==> src/mtw_pkg.sv <==
// Constants and types for the mask-test and watchdog instruction unit.
package mtw_pkg;

  // Opcode groups for the two mask-test instructions.
  localparam logic [3:0] OPG_TEST_COMPLEMENT = 4'h6;
  localparam logic [3:0] OPG_TEST_MASK = 4'h7;

  // Low nibble of a mask-test opcode selects the operand modes.
  localparam logic [3:0] MODE_WORK_WORK = 4'h2;
  localparam logic [3:0] MODE_WORK_INDWORK = 4'h3;
  localparam logic [3:0] MODE_REG_REG = 4'h4;
  localparam logic [3:0] MODE_REG_INDREG = 4'h5;
  localparam logic [3:0] MODE_REG_IMM = 4'h6;
  localparam logic [3:0] MODE_INDREG_IMM = 4'h7;

  // Watchdog opcodes.
  localparam logic [7:0] OP_WATCHDOG_REFRESH = 8'h5f;
  localparam logic [7:0] OP_WATCHDOG_HALT_RUN = 8'h4f;

  // Upper nibble that turns a register operand into a working register.
  localparam logic [3:0] WORK_NIBBLE = 4'he;

  // Instruction lengths in core clock cycles.
  localparam logic [3:0] CYC_WORK_FORM = 4'h6;
  localparam logic [3:0] CYC_FULL_FORM = 4'ha;
  localparam logic [3:0] CYC_WATCHDOG_OP = 4'h6;

  // Default watchdog terminal count in core clock cycles.
  localparam int unsigned WATCHDOG_TERMINAL_DEF = 65535;

  typedef enum logic [2:0] {
    OPK_NONE = 3'h0,
    OPK_TEST_COMPLEMENT = 3'h1,
    OPK_TEST_MASK = 3'h2,
    OPK_REFRESH = 3'h3,
    OPK_HALT_RUN = 3'h4
  } op_kind_t;

  // Gray codes along idle, read, hold.
  typedef enum logic [1:0] {
    ST_IDLE = 2'b00,
    ST_READ = 2'b01,
    ST_HOLD = 2'b11
  } exec_state_t;

  // Gray codes along source pointer, source, destination pointer, dest.
  typedef enum logic [1:0] {
    RS_SRC_PTR = 2'b00,
    RS_SRC = 2'b01,
    RS_DST_PTR = 2'b11,
    RS_DST = 2'b10
  } read_step_t;

  typedef struct packed {
    op_kind_t kind;
    logic two_byte;
    logic src_indirect;
    logic src_immediate;
    logic dst_indirect;
    logic [3:0] cycles;
  } decoded_t;

endpackage

==> src/wdt_ctl_if.sv <==
// Control link between the instruction unit and its watchdog timer.
`timescale 1ns/10ps
`default_nettype none
interface wdt_ctl_if;
  logic refresh;
  logic halt_run;
  logic halted;
  logic timeout;

  modport ctrl (output refresh, output halt_run, output halted,
    input timeout);
  modport timer (input refresh, input halt_run, input halted,
    output timeout);
endinterface
`default_nettype wire

==> src/watchdog_timer.sv <==
// Retriggerable one-shot watchdog counter.
`timescale 1ns/10ps
`default_nettype none
module watchdog_timer
  import mtw_pkg::*;
#(
  parameter int unsigned TERMINAL = WATCHDOG_TERMINAL_DEF
) (
  // Clock and reset
  input wire logic core_clk,
  input wire logic nrst,
  // Control from the instruction unit
  wdt_ctl_if.timer ctl
);

  localparam int CW = $clog2(TERMINAL + 1);
  localparam logic [CW-1:0] LAST_COUNT = CW'(TERMINAL - 1);

  typedef struct packed {
    logic enabled;
    logic halt_run;
    logic timeout;
    logic [CW-1:0] count;
  } wd_state_t;

  wd_state_t st;
  wd_state_t next_st;

  always_comb begin
    next_st = st;
    next_st.timeout = 1'b0;
    if (ctl.refresh) begin
      next_st.enabled = 1'b1;
      next_st.count = '0;
    end else if (ctl.halt_run && st.enabled) begin
      // The count is left alone; only the halt permission changes.
      next_st.halt_run = 1'b1;
    end
    if (st.enabled && !ctl.refresh && !(ctl.halted && !st.halt_run)) begin
      if (st.count == LAST_COUNT) begin
        // The core is reset, so the timer returns to its reset state.
        next_st.timeout = 1'b1;
        next_st.enabled = 1'b0;
        next_st.halt_run = 1'b0;
        next_st.count = '0;
      end else begin
        next_st.count = st.count + 1'b1;
      end
    end
  end

  always_ff @(posedge core_clk or negedge nrst) begin
    if (!nrst) begin
      st <= '0;
    end else begin
      st <= next_st;
    end
  end

  assign ctl.timeout = st.timeout;

endmodule
`default_nettype wire

==> src/mask_test_and_watchdog_ops.sv <==
// Decode and execution of the mask-test and watchdog instructions.
`timescale 1ns/10ps
`default_nettype none
module mask_test_and_watchdog_ops
  import mtw_pkg::*;
#(
  parameter int unsigned WATCHDOG_TERMINAL = WATCHDOG_TERMINAL_DEF
) (
  // Clock and reset
  input wire logic core_clk,
  input wire logic nrst,
  // Instruction from the fetch unit
  input wire logic instr_valid,
  output logic instr_ready,
  input wire logic [7:0] instr_opcode,
  input wire logic [7:0] instr_byte1,
  input wire logic [7:0] instr_byte2,
  output logic instr_done,
  // Working register pointer, upper address nibble of the working group
  input wire logic [3:0] work_group,
  // Register file read port, data returned in the same cycle
  output logic rf_rd,
  output logic [7:0] rf_addr,
  input wire logic [7:0] rf_rdata,
  // Flags
  output logic flag_we,
  output logic flag_z,
  output logic flag_s,
  output logic flag_v,
  output logic [7:0] masked_result,
  // Core state and watchdog reset
  input wire logic core_halted,
  output logic watchdog_reset
);

  typedef struct packed {
    exec_state_t state;
    read_step_t step;
    decoded_t dec;
    logic [3:0] cnt;
    logic [7:0] src_byte;
    logic [7:0] dst_byte;
    logic [7:0] ptr;
    logic [7:0] src_val;
    logic [7:0] dst_val;
    logic [7:0] result;
    logic z;
    logic s;
    logic v;
  } unit_state_t;

  unit_state_t st;
  unit_state_t next_st;
  decoded_t dec_in;
  logic [7:0] masked;
  logic refresh_pulse;
  logic halt_run_pulse;

  wdt_ctl_if wd_link ();

  // Maps an operand byte to a register file address.
  function automatic logic [7:0] reg_addr(input logic [7:0] operand,
                                          input logic [3:0] group);
    if (operand[7:4] == WORK_NIBBLE) begin
      reg_addr = {group, operand[3:0]};
    end else begin
      reg_addr = operand;
    end
  endfunction

  // Classifies an opcode and its operand modes.
  function automatic decoded_t decode_op(input logic [7:0] opc);
    decoded_t d;
    d = '0;
    if (opc == OP_WATCHDOG_REFRESH) begin
      d.kind = OPK_REFRESH;
      d.cycles = CYC_WATCHDOG_OP;
    end else if (opc == OP_WATCHDOG_HALT_RUN) begin
      d.kind = OPK_HALT_RUN;
      d.cycles = CYC_WATCHDOG_OP;
    end else if ((opc[7:4] == OPG_TEST_COMPLEMENT ||
                  opc[7:4] == OPG_TEST_MASK) &&
                 opc[3:0] >= MODE_WORK_WORK &&
                 opc[3:0] <= MODE_INDREG_IMM) begin
      if (opc[7:4] == OPG_TEST_COMPLEMENT) begin
        d.kind = OPK_TEST_COMPLEMENT;
      end else begin
        d.kind = OPK_TEST_MASK;
      end
      d.two_byte = (opc[3:0] == MODE_WORK_WORK) ||
                   (opc[3:0] == MODE_WORK_INDWORK);
      d.src_indirect = (opc[3:0] == MODE_WORK_INDWORK) ||
                       (opc[3:0] == MODE_REG_INDREG);
      d.src_immediate = (opc[3:0] == MODE_REG_IMM) ||
                        (opc[3:0] == MODE_INDREG_IMM);
      d.dst_indirect = (opc[3:0] == MODE_INDREG_IMM);
      d.cycles = d.two_byte ? CYC_WORK_FORM : CYC_FULL_FORM;
    end else begin
      d.kind = OPK_NONE;
    end
    decode_op = d;
  endfunction

  assign dec_in = decode_op(instr_opcode);
  assign instr_ready = (st.state == ST_IDLE);

  // Masked byte from the captured operands; operands are only read.
  always_comb begin
    if (st.dec.kind == OPK_TEST_COMPLEMENT) begin
      masked = ~st.dst_val & st.src_val;
    end else begin
      masked = st.dst_val & st.src_val;
    end
  end

  always_comb begin
    next_st = st;
    instr_done = 1'b0;
    flag_we = 1'b0;
    rf_rd = 1'b0;
    rf_addr = '0;
    refresh_pulse = 1'b0;
    halt_run_pulse = 1'b0;
    unique case (st.state)
      ST_IDLE: begin
        if (instr_valid && dec_in.kind != OPK_NONE) begin
          next_st.dec = dec_in;
          next_st.cnt = 4'h1;
          next_st.ptr = '0;
          if (dec_in.kind == OPK_REFRESH) begin
            refresh_pulse = 1'b1;
            next_st.state = ST_HOLD;
          end else if (dec_in.kind == OPK_HALT_RUN) begin
            halt_run_pulse = 1'b1;
            next_st.state = ST_HOLD;
          end else begin
            next_st.state = ST_READ;
            if (dec_in.two_byte) begin
              next_st.dst_byte = {WORK_NIBBLE, instr_byte1[7:4]};
              next_st.src_byte = {WORK_NIBBLE, instr_byte1[3:0]};
            end else if (dec_in.src_immediate) begin
              next_st.dst_byte = instr_byte1;
              next_st.src_byte = instr_byte2;
            end else begin
              next_st.src_byte = instr_byte1;
              next_st.dst_byte = instr_byte2;
            end
            if (dec_in.src_immediate) begin
              next_st.src_val = instr_byte2;
              next_st.step = dec_in.dst_indirect ? RS_DST_PTR : RS_DST;
            end else if (dec_in.src_indirect) begin
              next_st.step = RS_SRC_PTR;
            end else begin
              next_st.step = RS_SRC;
            end
          end
        end
      end
      ST_READ: begin
        next_st.cnt = st.cnt + 1'b1;
        rf_rd = 1'b1;
        unique case (st.step)
          RS_SRC_PTR: begin
            rf_addr = reg_addr(st.src_byte, work_group);
            next_st.ptr = rf_rdata;
            next_st.step = RS_SRC;
          end
          RS_SRC: begin
            rf_addr = st.dec.src_indirect ? st.ptr :
                      reg_addr(st.src_byte, work_group);
            next_st.src_val = rf_rdata;
            next_st.step = st.dec.dst_indirect ? RS_DST_PTR : RS_DST;
          end
          RS_DST_PTR: begin
            rf_addr = reg_addr(st.dst_byte, work_group);
            next_st.ptr = rf_rdata;
            next_st.step = RS_DST;
          end
          RS_DST: begin
            rf_addr = st.dec.dst_indirect ? st.ptr :
                      reg_addr(st.dst_byte, work_group);
            next_st.dst_val = rf_rdata;
            next_st.state = ST_HOLD;
          end
        endcase
      end
      ST_HOLD: begin
        if (st.cnt == st.dec.cycles - 4'h1) begin
          instr_done = 1'b1;
          next_st.state = ST_IDLE;
          // Watchdog opcodes keep the previous flag values.
          if (st.dec.kind == OPK_TEST_COMPLEMENT ||
              st.dec.kind == OPK_TEST_MASK) begin
            flag_we = 1'b1;
            next_st.result = masked;
            next_st.z = (masked == 8'h00);
            next_st.s = masked[7];
            next_st.v = 1'b0;
          end
        end else begin
          next_st.cnt = st.cnt + 1'b1;
        end
      end
      default: begin
        next_st.state = ST_IDLE;
      end
    endcase
  end

  always_ff @(posedge core_clk or negedge nrst) begin
    if (!nrst) begin
      st <= '0;
    end else begin
      st <= next_st;
    end
  end

  // No register write port exists, so operands keep their contents.
  assign flag_z = st.z;
  assign flag_s = st.s;
  assign flag_v = st.v;
  assign masked_result = st.result;

  assign wd_link.refresh = refresh_pulse;
  assign wd_link.halt_run = halt_run_pulse;
  assign wd_link.halted = core_halted;
  assign watchdog_reset = wd_link.timeout;

  watchdog_timer #(
    .TERMINAL(WATCHDOG_TERMINAL)
  ) u_watchdog (
    .core_clk(core_clk),
    .nrst(nrst),
    .ctl(wd_link.timer)
  );

endmodule
`default_nettype wire

==> config.mk <==
export PLATFORM = sky130hd
export DESIGN_NAME = mask_test_and_watchdog_ops
export DESIGN_NICKNAME = d
export VERILOG_FILES = /design/src/mtw_pkg.sv /design/src/wdt_ctl_if.sv /design/src/watchdog_timer.sv /design/src/mask_test_and_watchdog_ops.sv
export SDC_FILE = /design/constraint.sdc
export NUM_CORES = 1
export LEC_CHECK = 0
export BUFFER_PORTS_ARGS = -buffer_cell sky130_fd_sc_hd__buf_4
export CAP_MARGIN = 0
export CORE_MARGIN = 4
export CORE_UTILIZATION = 26
export DETAILED_ROUTE_END_ITERATION = 6
export SLEW_MARGIN = 10
export SYNTH_ARGS = -nofsm -noshare
export SYNTH_HDL_FRONTEND = slang
export SYNTH_SLANG_ARGS = --single-unit
==> constraint.sdc <==
create_clock -name core_clk -period 3 [get_ports core_clk]
set_input_delay 0.3 -clock core_clk [delete_from_list [all_inputs] [get_ports core_clk]]
set_output_delay 0.3 -clock core_clk [all_outputs]
set_load 0.01 [all_outputs]
-- Yosys cells after proc, flatten, opt, wreduce, memory -nomap -nowiden
Cells that the tools add are included.
- bits of input ports: 40
- flip-flop bits (word level): 88
- word-level logic and storage cells: 158
- output and inout bits: 24
- equal/unequal tests: 32
- reductions and logical operators: 32
- bitwise logic cells: 5
- muxes and demuxes: 63
- $lt $le $gt $ge: 2
- add/sub/neg operators: 3
- operators by type and width (operator ; count):
    $mux 16 ; 6
    $mux 8 ; 12
    $mux 51 ; 1
    $pmux 16 s2 ; 1
    $pmux 8 s4 ; 1
    $mux 4 ; 6
    $eq 4x3->1 const B ; 5
    $mux 1 ; 19
    $mux 19 ; 1
    $mux 2 ; 9
    $add 16x1->16 const B ; 1
    $and 8x8->8 ; 2
    $eq 16x16->1 const B ; 1
    $eq 8x7->1 const B ; 2
    $pmux 2 s3 ; 2
    $pmux 4 s3 ; 1
    $reduce_and 3->1 ; 4
    $ne 2x2->1 const B ; 5
    $mux 3 ; 3
    $eq 4x2->1 const B ; 2
    $eq 4x4->1 const B ; 2
    $logic_not 8->1 ; 1
    $ne 2x1->1 const B ; 4
    $not 8->8 ; 1
    other kinds (24) ; 45

-- Depth between registers and ports, before layout
Gate-level depths: netlist (run 1).
- depth after elaboration: 17
- mapped depth: 9
- gate-level depth less buffers: 7

-- Hierarchy
From an unflattened synthesis (run 1), not the netlist that was laid out.
- cell total of the unflattened synthesis: 483
- area total of the unflattened synthesis: 4650.7 µm²
- by module, submodules not included (module ; area an instance (µm²) ; instances ; cells an instance):
    mask_test_and_watchdog_ops ; 3548.4 ; 1 ; 365
    watchdog_timer ; 1102.3 ; 1 ; 118

-- Least setup slack after synthesis (run 1)
OpenSTA, ideal clock, no wires.
- kind: reg-to-reg
- start point: register st[56] (netlist name)
- end point: register st (netlist bit masked_result[0])
- path slack: 0.718 ns
- setup time: 0.125 ns
- buffers on the path: 1
- period minus slack after synthesis: 2.282 ns
- cell stages (with the launch flop): 8
- required time: 2.875 ns
- data arrival time: 2.157 ns
- cells stage by stage: dfrtp_1 -> inv_1 -> ha_1 -> xor3_1 -> or4_4 -> nor4_4 -> buf_6 -> mux2_2
- longest elaborated chain between the ends: 3
- RTL lines (what ; RTL line ; RTL):
    start, declared ; mask_test_and_watchdog_ops.sv:52 ; unit_state_t st;
    start signal, assigned ; mask_test_and_watchdog_ops.sv:214 ; st <= next_st;
    $sub 4x1->4 ; mask_test_and_watchdog_ops.sv:188 ; if (st.cnt == st.dec.cycles - 4'h1) begin
    $eq 4x4->1 ; mask_test_and_watchdog_ops.sv:188 ;
    $reduce_and 3->1 (no source line) ; n/a ;
Every way passes these cells.
A chain may end at the register's enable or synchronous reset.

-- Final worst setup path (run 1)
- start point: register st[56] (netlist name)
- end point: output port flag_we
- longest elaborated chain between the ends: 4
- RTL lines (what ; RTL line ; RTL):
    $sub 4x1->4 ; mask_test_and_watchdog_ops.sv:188 ;
    $eq 4x4->1 ; mask_test_and_watchdog_ops.sv:188 ;
    $mux 1 ; mask_test_and_watchdog_ops.sv:188 ;
    $mux 1 ; mask_test_and_watchdog_ops.sv:124 ; unique case (st.state)
    end, declared ; mask_test_and_watchdog_ops.sv:26 ; output logic flag_we,
Every way passes these cells.

==> flow_summary.ini, run 1 <==
[worst_hold_path]
hp-class = in2async

[cells_and_area]
fill_cells = 1901
final_area_sq_um = 5690
area_growth_pct = 19.8
utilization = 0.317
final_net_count = 611
diodes = 0
drive_gt1_frac = 0.199
layoutNonFillerInstCount = 797

[power]
p_leak_nw = 2.46
power_density_nw_per_um2 = 825
vdd_ir_drop_max_mv = 0.377
fin_total_pwr_mw = 4.69

[route]
num_vias = 3986
drt_iter0_drc = 183
viasPerCell = 5.00
avgRoutedWirePerCell_um = 15.4
dr.pass1.iters = 4
ant_nets = 0
wl_mm = 12.2
drc = 0

[timing]
finClkSkew_ns = 0.0153
fin_crit_ns = 2.72
rsz0062_at_grt = no
slew_headroom = 0.457
slew_violations = 0
finalHoldViolCount = 0
fmax_mhz = 367
fin_tns_setup_ns = 0
tightest_slew_ns = 0.811
hold_slack_ns = 0.0145
timing.final.ws_setup_ns = 0.277
setup_violations = 0
finalCritPeriodShare = 0.908

[placed_design]
place_ws_ns = 0.595
port_buffers = 62
globalplace.congestion = 0.785
place_inst = 781
placed_cell_area_sq_um = 5370
dp_hpwl_mm = 8.92

[cts]
postCtsSetupBuffers = 0
cts_tree = built
numCtsBuffers = 9
clock-sinks = 84
root_buffer = clkbuf_16
clkLatencyLatePin_ns = 0.34
ctsResizeCount = 0
cts_buffer_depth = 2
clk_pin_slew_worst_paths_ns = 0.06
htreeDepth = 3
hold_buffers = 0

[worst_setup_path]
r2r_slack_ns = 0.58
cp_num_buf_inv = 3
cp.depth = 7
arrival_ns = 2.42
cpPeakStageDelay_ns = 0.47
crit_path_frequent_cell = buf_4
r2r-start = st[56]
crit_type = reg2out
critPathSlowestCell = or4_4
cp.required_ns = 2.70
cp_cell_sequence = inv_1 -> ha_1 -> xor3_1 -> or4_4 -> nor4_4 -> buf_4 -> buf_4
crit_family = simple AND/OR/NAND/NOR gates
crit_path_end_kind = output pin
crit_path_max_fanout = 11
rr_worst_depth = 7
crit_path_start_kind = register
r2r-end = masked_result[2]

[job]
cap_violations = 0

[global_routing]
grt_first_pass_wirelength_mm = 19.6
antenna_found_initial = 0
grt_max_degree = 55
gr-total-overflow = 0
first_global_vias = 3606
grtUsageTotal = 0.119

[yosys]
syn_nets = 569
async_reset_ff_frac = 1.00
yosysSeqAreaShare = 0.443
synth_edf_count = 0
synth_cell_type_count = 60
ys_seq_elements = 84
ys.flop_type = dfrtp_1
synthCells = 521
ys.warnings.count = 0
synthesis.area_sq_um = 4750
syn-mean-instance-area_sq_um = 9.11

[outcome]
outcome = complete, no violations

[die]
ios = 64
dieHeight_um = 143
coreArea_sq_um = 18000
die_area_sq_um = 20500
rows = 49
start_util = 0.264
die_x_um = 143
[final cells by class]
cell class                      instances  area [sq um]  share of cell area
Clock inverter                          6          95.1              0.0167
Tap cell                              229           287              0.0504
Inverter                               12          45.0             0.00792
Sequential cell                        84          2100               0.369
Multi-Input combinational cell        387          2400               0.422
Clock buffer                           10           229              0.0402
Timing Repair Buffer                   69           531              0.0932
[Yosys cell counts, types with 3 or more instances]
| cell type | instances | area, sq um |
|---|---|---|
| a21o_1 | 4 | 30.0 |
| a21oi_1 | 31 | 155 |
| a22o_1 | 3 | 26.3 |
| a22oi_1 | 13 | 97.6 |
| a2bb2oi_1 | 7 | 61.3 |
| a311oi_1 | 4 | 35.0 |
| a31oi_1 | 4 | 25.0 |
| a32oi_1 | 3 | 26.3 |
| a41oi_1 | 3 | 26.3 |
| and2_1 | 11 | 68.8 |
| and3_1 | 6 | 37.5 |
| buf_2 | 12 | 60.1 |
| buf_4 | 9 | 67.6 |
| clkbuf_1 | 15 | 56.3 |
| dfrtp_1 | 84 | 2100 |
| ha_1 | 8 | 100 |
| inv_1 | 12 | 45.0 |
| mux2_2 | 18 | 203 |
| mux2i_1 | 9 | 90.1 |
| nand2_1 | 68 | 255 |
| nand2b_1 | 3 | 18.8 |
| nand3_1 | 12 | 60.1 |
| nand3b_1 | 7 | 52.6 |
| nand4_1 | 4 | 25.0 |
| nand4bb_1 | 3 | 33.8 |
| nor2_1 | 47 | 176 |
| nor3_1 | 8 | 40.0 |
| nor3b_1 | 3 | 22.5 |
| nor4_1 | 7 | 43.8 |
| o21ai_0 | 51 | 255 |
| or2_2 | 4 | 25.0 |
| or3_1 | 5 | 31.3 |
| xnor2_1 | 4 | 35.0 |
| xor2_1 | 9 | 78.8 |
[layer usage]
layer  vias up  track usage  share of wire
met5         -            0              0
met4         0       0.0240          0.010
met3        11       0.0301          0.059
met2       106        0.181           0.46
met1      1931        0.172           0.47
li1       1938            -              -
[flip-flops by register name, summed over array words and instances, names as in the netlist]
register,count
st,56
flag_z,1
u_watchdog.st,18
u_watchdog.ctl.timeout,1
masked_result,8
[power by group]
group	switching [mW]	leakage [nW]	internal, mW	total [mW]
registers	0.303	1.08	1.52	1.82
logic	0.864	1.22	0.799	1.66
clock network	0.472	0.158	0.739	1.21
total	1.64	2.46	3.05	4.69
[placed cells by master, fill, tap and decap left out, types with 4 or more instances in the layout]
cell       netlist  final
ha_1             8      8
and3_1           6      6
mux2_2          18     18
nand3b_1         7      7
a21oi_1         31     31
mux2i_1          9      9
nand3_1         12     12
nand2_1         68     68
nand4_1          4      4
dfrtp_1         84     84
nor2_1          47     47
or3_1            5      5
a311oi_1         4      4
a2bb2oi_1        7      7
a22oi_1         13     13
inv_1           12     12
nor4_1           7      7
xnor2_1          4      4
xor2_1           9      9
nor3_1           8      8
or2_2            4      4
a31oi_1          4      4
a21o_1           4      4
o21ai_0         51     51
buf_4            9     68
and2_1          11     11
clkbuf_16        0      9
[logic make-up (layout without fill, tap and decap cells)]
logic type | Yosys count | after routing | synth area share
other | 1 | 1 | 0.000790
flip-flops | 84 | 84 | 0.443
AND/OR/NAND/NOR | 198 | 198 | 0.210
adder cells (fa/ha/maj) | 8 | 8 | 0.0211
XOR/XNOR | 14 | 14 | 0.0290
multiplexers | 27 | 27 | 0.0617
buffers and inverters | 50 | 97 | 0.0514
AO/OA/AOI/OAI | 139 | 139 | 0.183
[how the worst max path moves through the flow]
stage,start,endpoint
2_1_floorplan,st[56],masked_result[0]
3_3_place_gp,st[56],masked_result[5]
3_5_place_dp,st[56],masked_result[1]
4_1_cts,st[56],flag_we
5_1_grt,st[56],flag_we
6_report,st[56],flag_we
Power figures use the tool's default switching activity.
==> run 2: changes to the inputs <==
clock period = 2.9 ns   (was 3 ns; I/O delays follow)
==> flow_summary.ini, run 2 (synthesized netlist as in run 1, its figures left out) <==
[die]
coreArea_sq_um = 18000
rows = 49
ios = 64
start_util = 0.264
dieHeight_um = 143
die_x_um = 143
die_area_sq_um = 20500

[timing]
fmax_mhz = 368
fin_tns_setup_ns = 0
timing.final.ws_setup_ns = 0.185
finClkSkew_ns = 0.0114
rsz0062_at_grt = no
tightest_slew_ns = 0.691
setup_violations = 0
finalCritPeriodShare = 0.936
fin_crit_ns = 2.71
slew_headroom = 0.535
finalHoldViolCount = 0
slew_violations = 0

[cts]
clk_pin_slew_worst_paths_ns = 0.06
htreeDepth = 3
postCtsSetupBuffers = 0
cts_tree = built
clock-sinks = 84
numCtsBuffers = 9
clkLatencyLatePin_ns = 0.34
cts_buffer_depth = 2
root_buffer = clkbuf_16

[route]
drt_iter0_drc = 145
avgRoutedWirePerCell_um = 15.0
num_vias = 3902
ant_nets = 0
dr.pass1.iters = 4
wl_mm = 12.0
viasPerCell = 4.88
drc = 0

[placed_design]
dp_hpwl_mm = 8.85
placed_cell_area_sq_um = 5390
port_buffers = 62
globalplace.congestion = 0.812
place_inst = 784
place_ws_ns = 0.490

[cells_and_area]
fill_cells = 1903
final_area_sq_um = 5680
layout_commonest_cell = dfrtp_1
multi_input_area_sq_um = 2400
utilization = 0.316
seqCellArea_sq_um = 2100
final_net_count = 615
area_growth_pct = 19.6
layoutNonFillerInstCount = 800
final_cell_mix = dfrtp_1, buf_4, nand2_1, o21ai_0, nor2_1
largest_register = st
largest_register_ffs = 56
drive_gt1_frac = 0.203
diodes = 0

[worst_setup_path]
crit_path_end_kind = output pin
crit_path_frequent_cell = buf_4
cpPeakStageDelay_ns = 0.48
crit_type = reg2out
crit_path_start_kind = register
arrival_ns = 2.42
cp_cell_sequence = inv_1 -> ha_1 -> xor3_1 -> or4_4 -> nor4_4 -> buf_4 -> buf_4
critPathSlowestCell = or4_4
rr_worst_depth = 7
crit_path_max_fanout = 11
cp.required_ns = 2.61

[global_routing]
antenna_found_initial = 0
first_global_vias = 3658
grt_max_degree = 45
grtUsageTotal = 0.120
grt_first_pass_wirelength_mm = 19.7
gr-total-overflow = 0

[worst_hold_path]
hp-class = in2reg
whs_path_depth = 3

[job]
cap_violations = 0

[power]
vdd_ir_drop_max_mv = 0.367
power_density_nw_per_um2 = 826
p_leak_nw = 2.46

[outcome]
outcome = complete, no violations
run 2: cell count changes in the layout (fill, tap and decap cells not counted), sizes merged:
cell,delta
bufinv,-2
clkinvlp,+2
clkbuf,+1
dlygate4sd3,+1
inv,-2
buf,+3
run 2: area by class of cell:
cell class	instances	area share
tap	229	0.0505
clock buffer	11	0.0445
inverter	12	0.00793
timing repair buffer	73	0.0992
multi-input combinational	387	0.423
clock inverter	4	0.00441
sequential	84	0.370
run 2: stage by stage:
stage / total power, mW / hold slack (ns)
2_1_floorplan: 3.09 / -0.00559
3_3_place_gp: 3.60 / 0.348
3_5_place_dp: 3.63 / 0.351
4_1_cts: 4.74 / 0.174
5_1_grt: 5.04 / 0.190
6_report: 4.69 / 0.191
run 2: critical path: cells and delay by family, from the launching register on:
family / cells / cell delay [ns]
fa+ha+maj: 1 / 0.15
simple gates: 2 / 0.70
xor+xnor: 1 / 0.41
flops: 1 / 0.39
buf+inv: 3 / 0.44
run 2: power by group:
part | switching, mW | total (mW) | internal [mW]
sequential | 0.316 | 1.88 | 1.57
clock | 0.459 | 1.08 | 0.619
combinational | 0.886 | 1.72 | 0.838
run 2: final timing paths:
check,startpoint,endpoint,slack (ns)
max in group asynchronous,nrst,masked_result[5],1.76
min in group asynchronous,nrst,u_watchdog.st[15],0.50
min,rf_rdata[3],st[30],0.19
max reg2reg,st[56],masked_result[2],0.49
min reg2reg,st[57],st[57],0.48
max,st[56],flag_we,0.19
run 2: what timing repair did:
item,4_1_cts,5_1_grt
hold endpoints to repair,43,0
resized for setup,0,0
hold buffers,1,0
run 2: routing by layer:
layer,part of all wire,up-vias,track usage
li1,-,1945,-
met1,0.48,1849,0.173
met3,0.051,15,0.0311
met4,0.010,0,0.0275
met2,0.46,93,0.180
met5,0,-,0
==> run 3: changes to the inputs <==
CELL_PAD_IN_SITES_DETAIL_PLACEMENT = 0   (was unset)
CELL_PAD_IN_SITES_GLOBAL_PLACEMENT = 1   (was unset)
PLACE_DENSITY_LB_ADDON = 0.1   (was unset)
==> flow_summary.ini, run 3 (synthesized netlist as in run 1, its figures left out) <==
[die]
rows = 49
die_area_sq_um = 20500
coreArea_sq_um = 18000
ios = 64
dieHeight_um = 143
die_x_um = 143
start_util = 0.264

[worst_setup_path]
startpoint = st[56]
crit_type = reg2out
cp.required_ns = 2.61
crit_path_max_fanout = 11
crit_path_start_kind = register
arrival_ns = 2.44
crit_path_end_kind = output pin
r2r-start = st[56]

[placed_design]
port_buffers = 62
placed_cell_area_sq_um = 5360
dp_hpwl_mm = 10.3
place_inst = 782
globalplace.congestion = 0.737

[cells_and_area]
final_area_sq_um = 5670
final_net_count = 613
largest_register = st
drive_gt1_frac = 0.200
final_cell_mix = dfrtp_1, buf_4, nand2_1, o21ai_0, nor2_1
diodes = 0
layoutNonFillerInstCount = 798
layout_commonest_cell = dfrtp_1
largest_register_ffs = 56
utilization = 0.316
area_growth_pct = 19.4

[power]
p_leak_nw = 2.45
power_density_nw_per_um2 = 850
vdd_ir_drop_max_mv = 0.320
switching_share = 0.363
seqPwrFrac = 0.391
clkPwrFrac = 0.246
p_switching_mw = 1.75
combPwrFrac = 0.363
intPower_mw = 3.07

[timing]
fin_tns_setup_ns = 0
setup_violations = 0
finClkSkew_ns = 0.0104
finalCritPeriodShare = 0.942
finalHoldViolCount = 0
fmax_mhz = 366
slew_headroom = 0.431
tightest_slew_ns = 0.851
fin_crit_ns = 2.73
rsz0062_at_grt = no
slew_violations = 0
hold_slack_ns = 0.172

[route]
viasPerCell = 4.95
num_vias = 3952
ant_nets = 0
drc = 0
dr.pass1.iters = 4
wl_mm = 13.9
drt_iter0_drc = 164
avgRoutedWirePerCell_um = 17.4

[global_routing]
antenna_found_initial = 0
gr-total-overflow = 0
grt_busiest_layer = met2
met3_usage = 0.0285
gr-usage-met1 = 0.181
grt_first_pass_wirelength_mm = 22.6
use_met2 = 0.241
grt_max_degree = 48
first_global_vias = 4089
grtUsageTotal = 0.141

[cts]
cts_tree = built
cts_buffer_depth = 2
clkLatencyLatePin_ns = 0.35
clk_pin_slew_worst_paths_ns = 0.07
root_buffer = clkbuf_16
clock-sinks = 84
numCtsBuffers = 9
htreeDepth = 3

[job]
cap_violations = 0

[worst_hold_path]
hp-class = in2reg
min_from = rf_rdata[4]

[outcome]
outcome = complete, no violations
run 3: changes by cell type in the layout (fill, tap and decap cells not counted), sizes merged:
cell | previous run | this run
inv | 12 | 14
bufinv | 0 | 1
buf | 72 | 70
clkbuf | 11 | 9
clkinvlp | 2 | 1
run 3: final cells by class:
type | count | area [sq um]
tap | 229 | 287
multi-input combinational | 387 | 2400
timing repair buffer | 71 | 536
clock inverter | 6 | 72.6
clock buffer | 9 | 225
fill | 1880 | 12300
inverter | 12 | 45.0
sequential | 84 | 2100
run 3: repair_timing:
action / 4_1_cts / 5_1_grt
setup buffers: 0 / 0
hold buffers: 1 / 0
endpoints found under the hold margin: 24 / 0
setup endpoints to repair: 0 / 0
resized for setup: 0 / 0
run 3: layer usage:
metal / vias up / wire (um) / share of wire
met2: 77 / 6820 / 0.49
met3: 11 / 570 / 0.041
met4: 0 / 144 / 0.010
li1: 1950 / - / -
met1: 1914 / 6370 / 0.46
met5: - / 0 / 0
run 3: critical path, cell delays in order, from the launching register on:
cell and delay (ns):
dfrtp_1 0.38, inv_1 0.08, ha_1 0.15, xor3_1 0.40, or4_4 0.48, nor4_4 0.23, buf_4 0.24, buf_4 0.15
run 3: final timing paths:
kind,to,slack (ns),cells after the start
setup / recovery,flag_we,0.17,7
hold / removal,st[31],0.17,3
setup reg to reg,masked_result[6],0.49,7
hold reg to reg,st[44],0.49,2
max in group asynchronous,st[16],1.65,3
min in group asynchronous,st[39],0.50,2
run 3: power by group through the flow:
stage,combinational (mW),clock [mW],sequential (mW)
global placement,1.78,0,1.90
global route,2.01,1.28,1.94
floorplan,1.28,0,1.80
detailed placement,1.78,0,1.91
finish,1.75,1.19,1.88
CTS,1.79,1.24,1.89
run 3: stage by stage:
step | total power [mW] | setup WS, ns
5_1_grt | 5.23 | 0.0275
6_report | 4.82 | 0.167
3_5_place_dp | 3.69 | 0.470
2_1_floorplan | 3.09 | 0.618
4_1_cts | 4.91 | 0.121
3_3_place_gp | 3.68 | 0.522
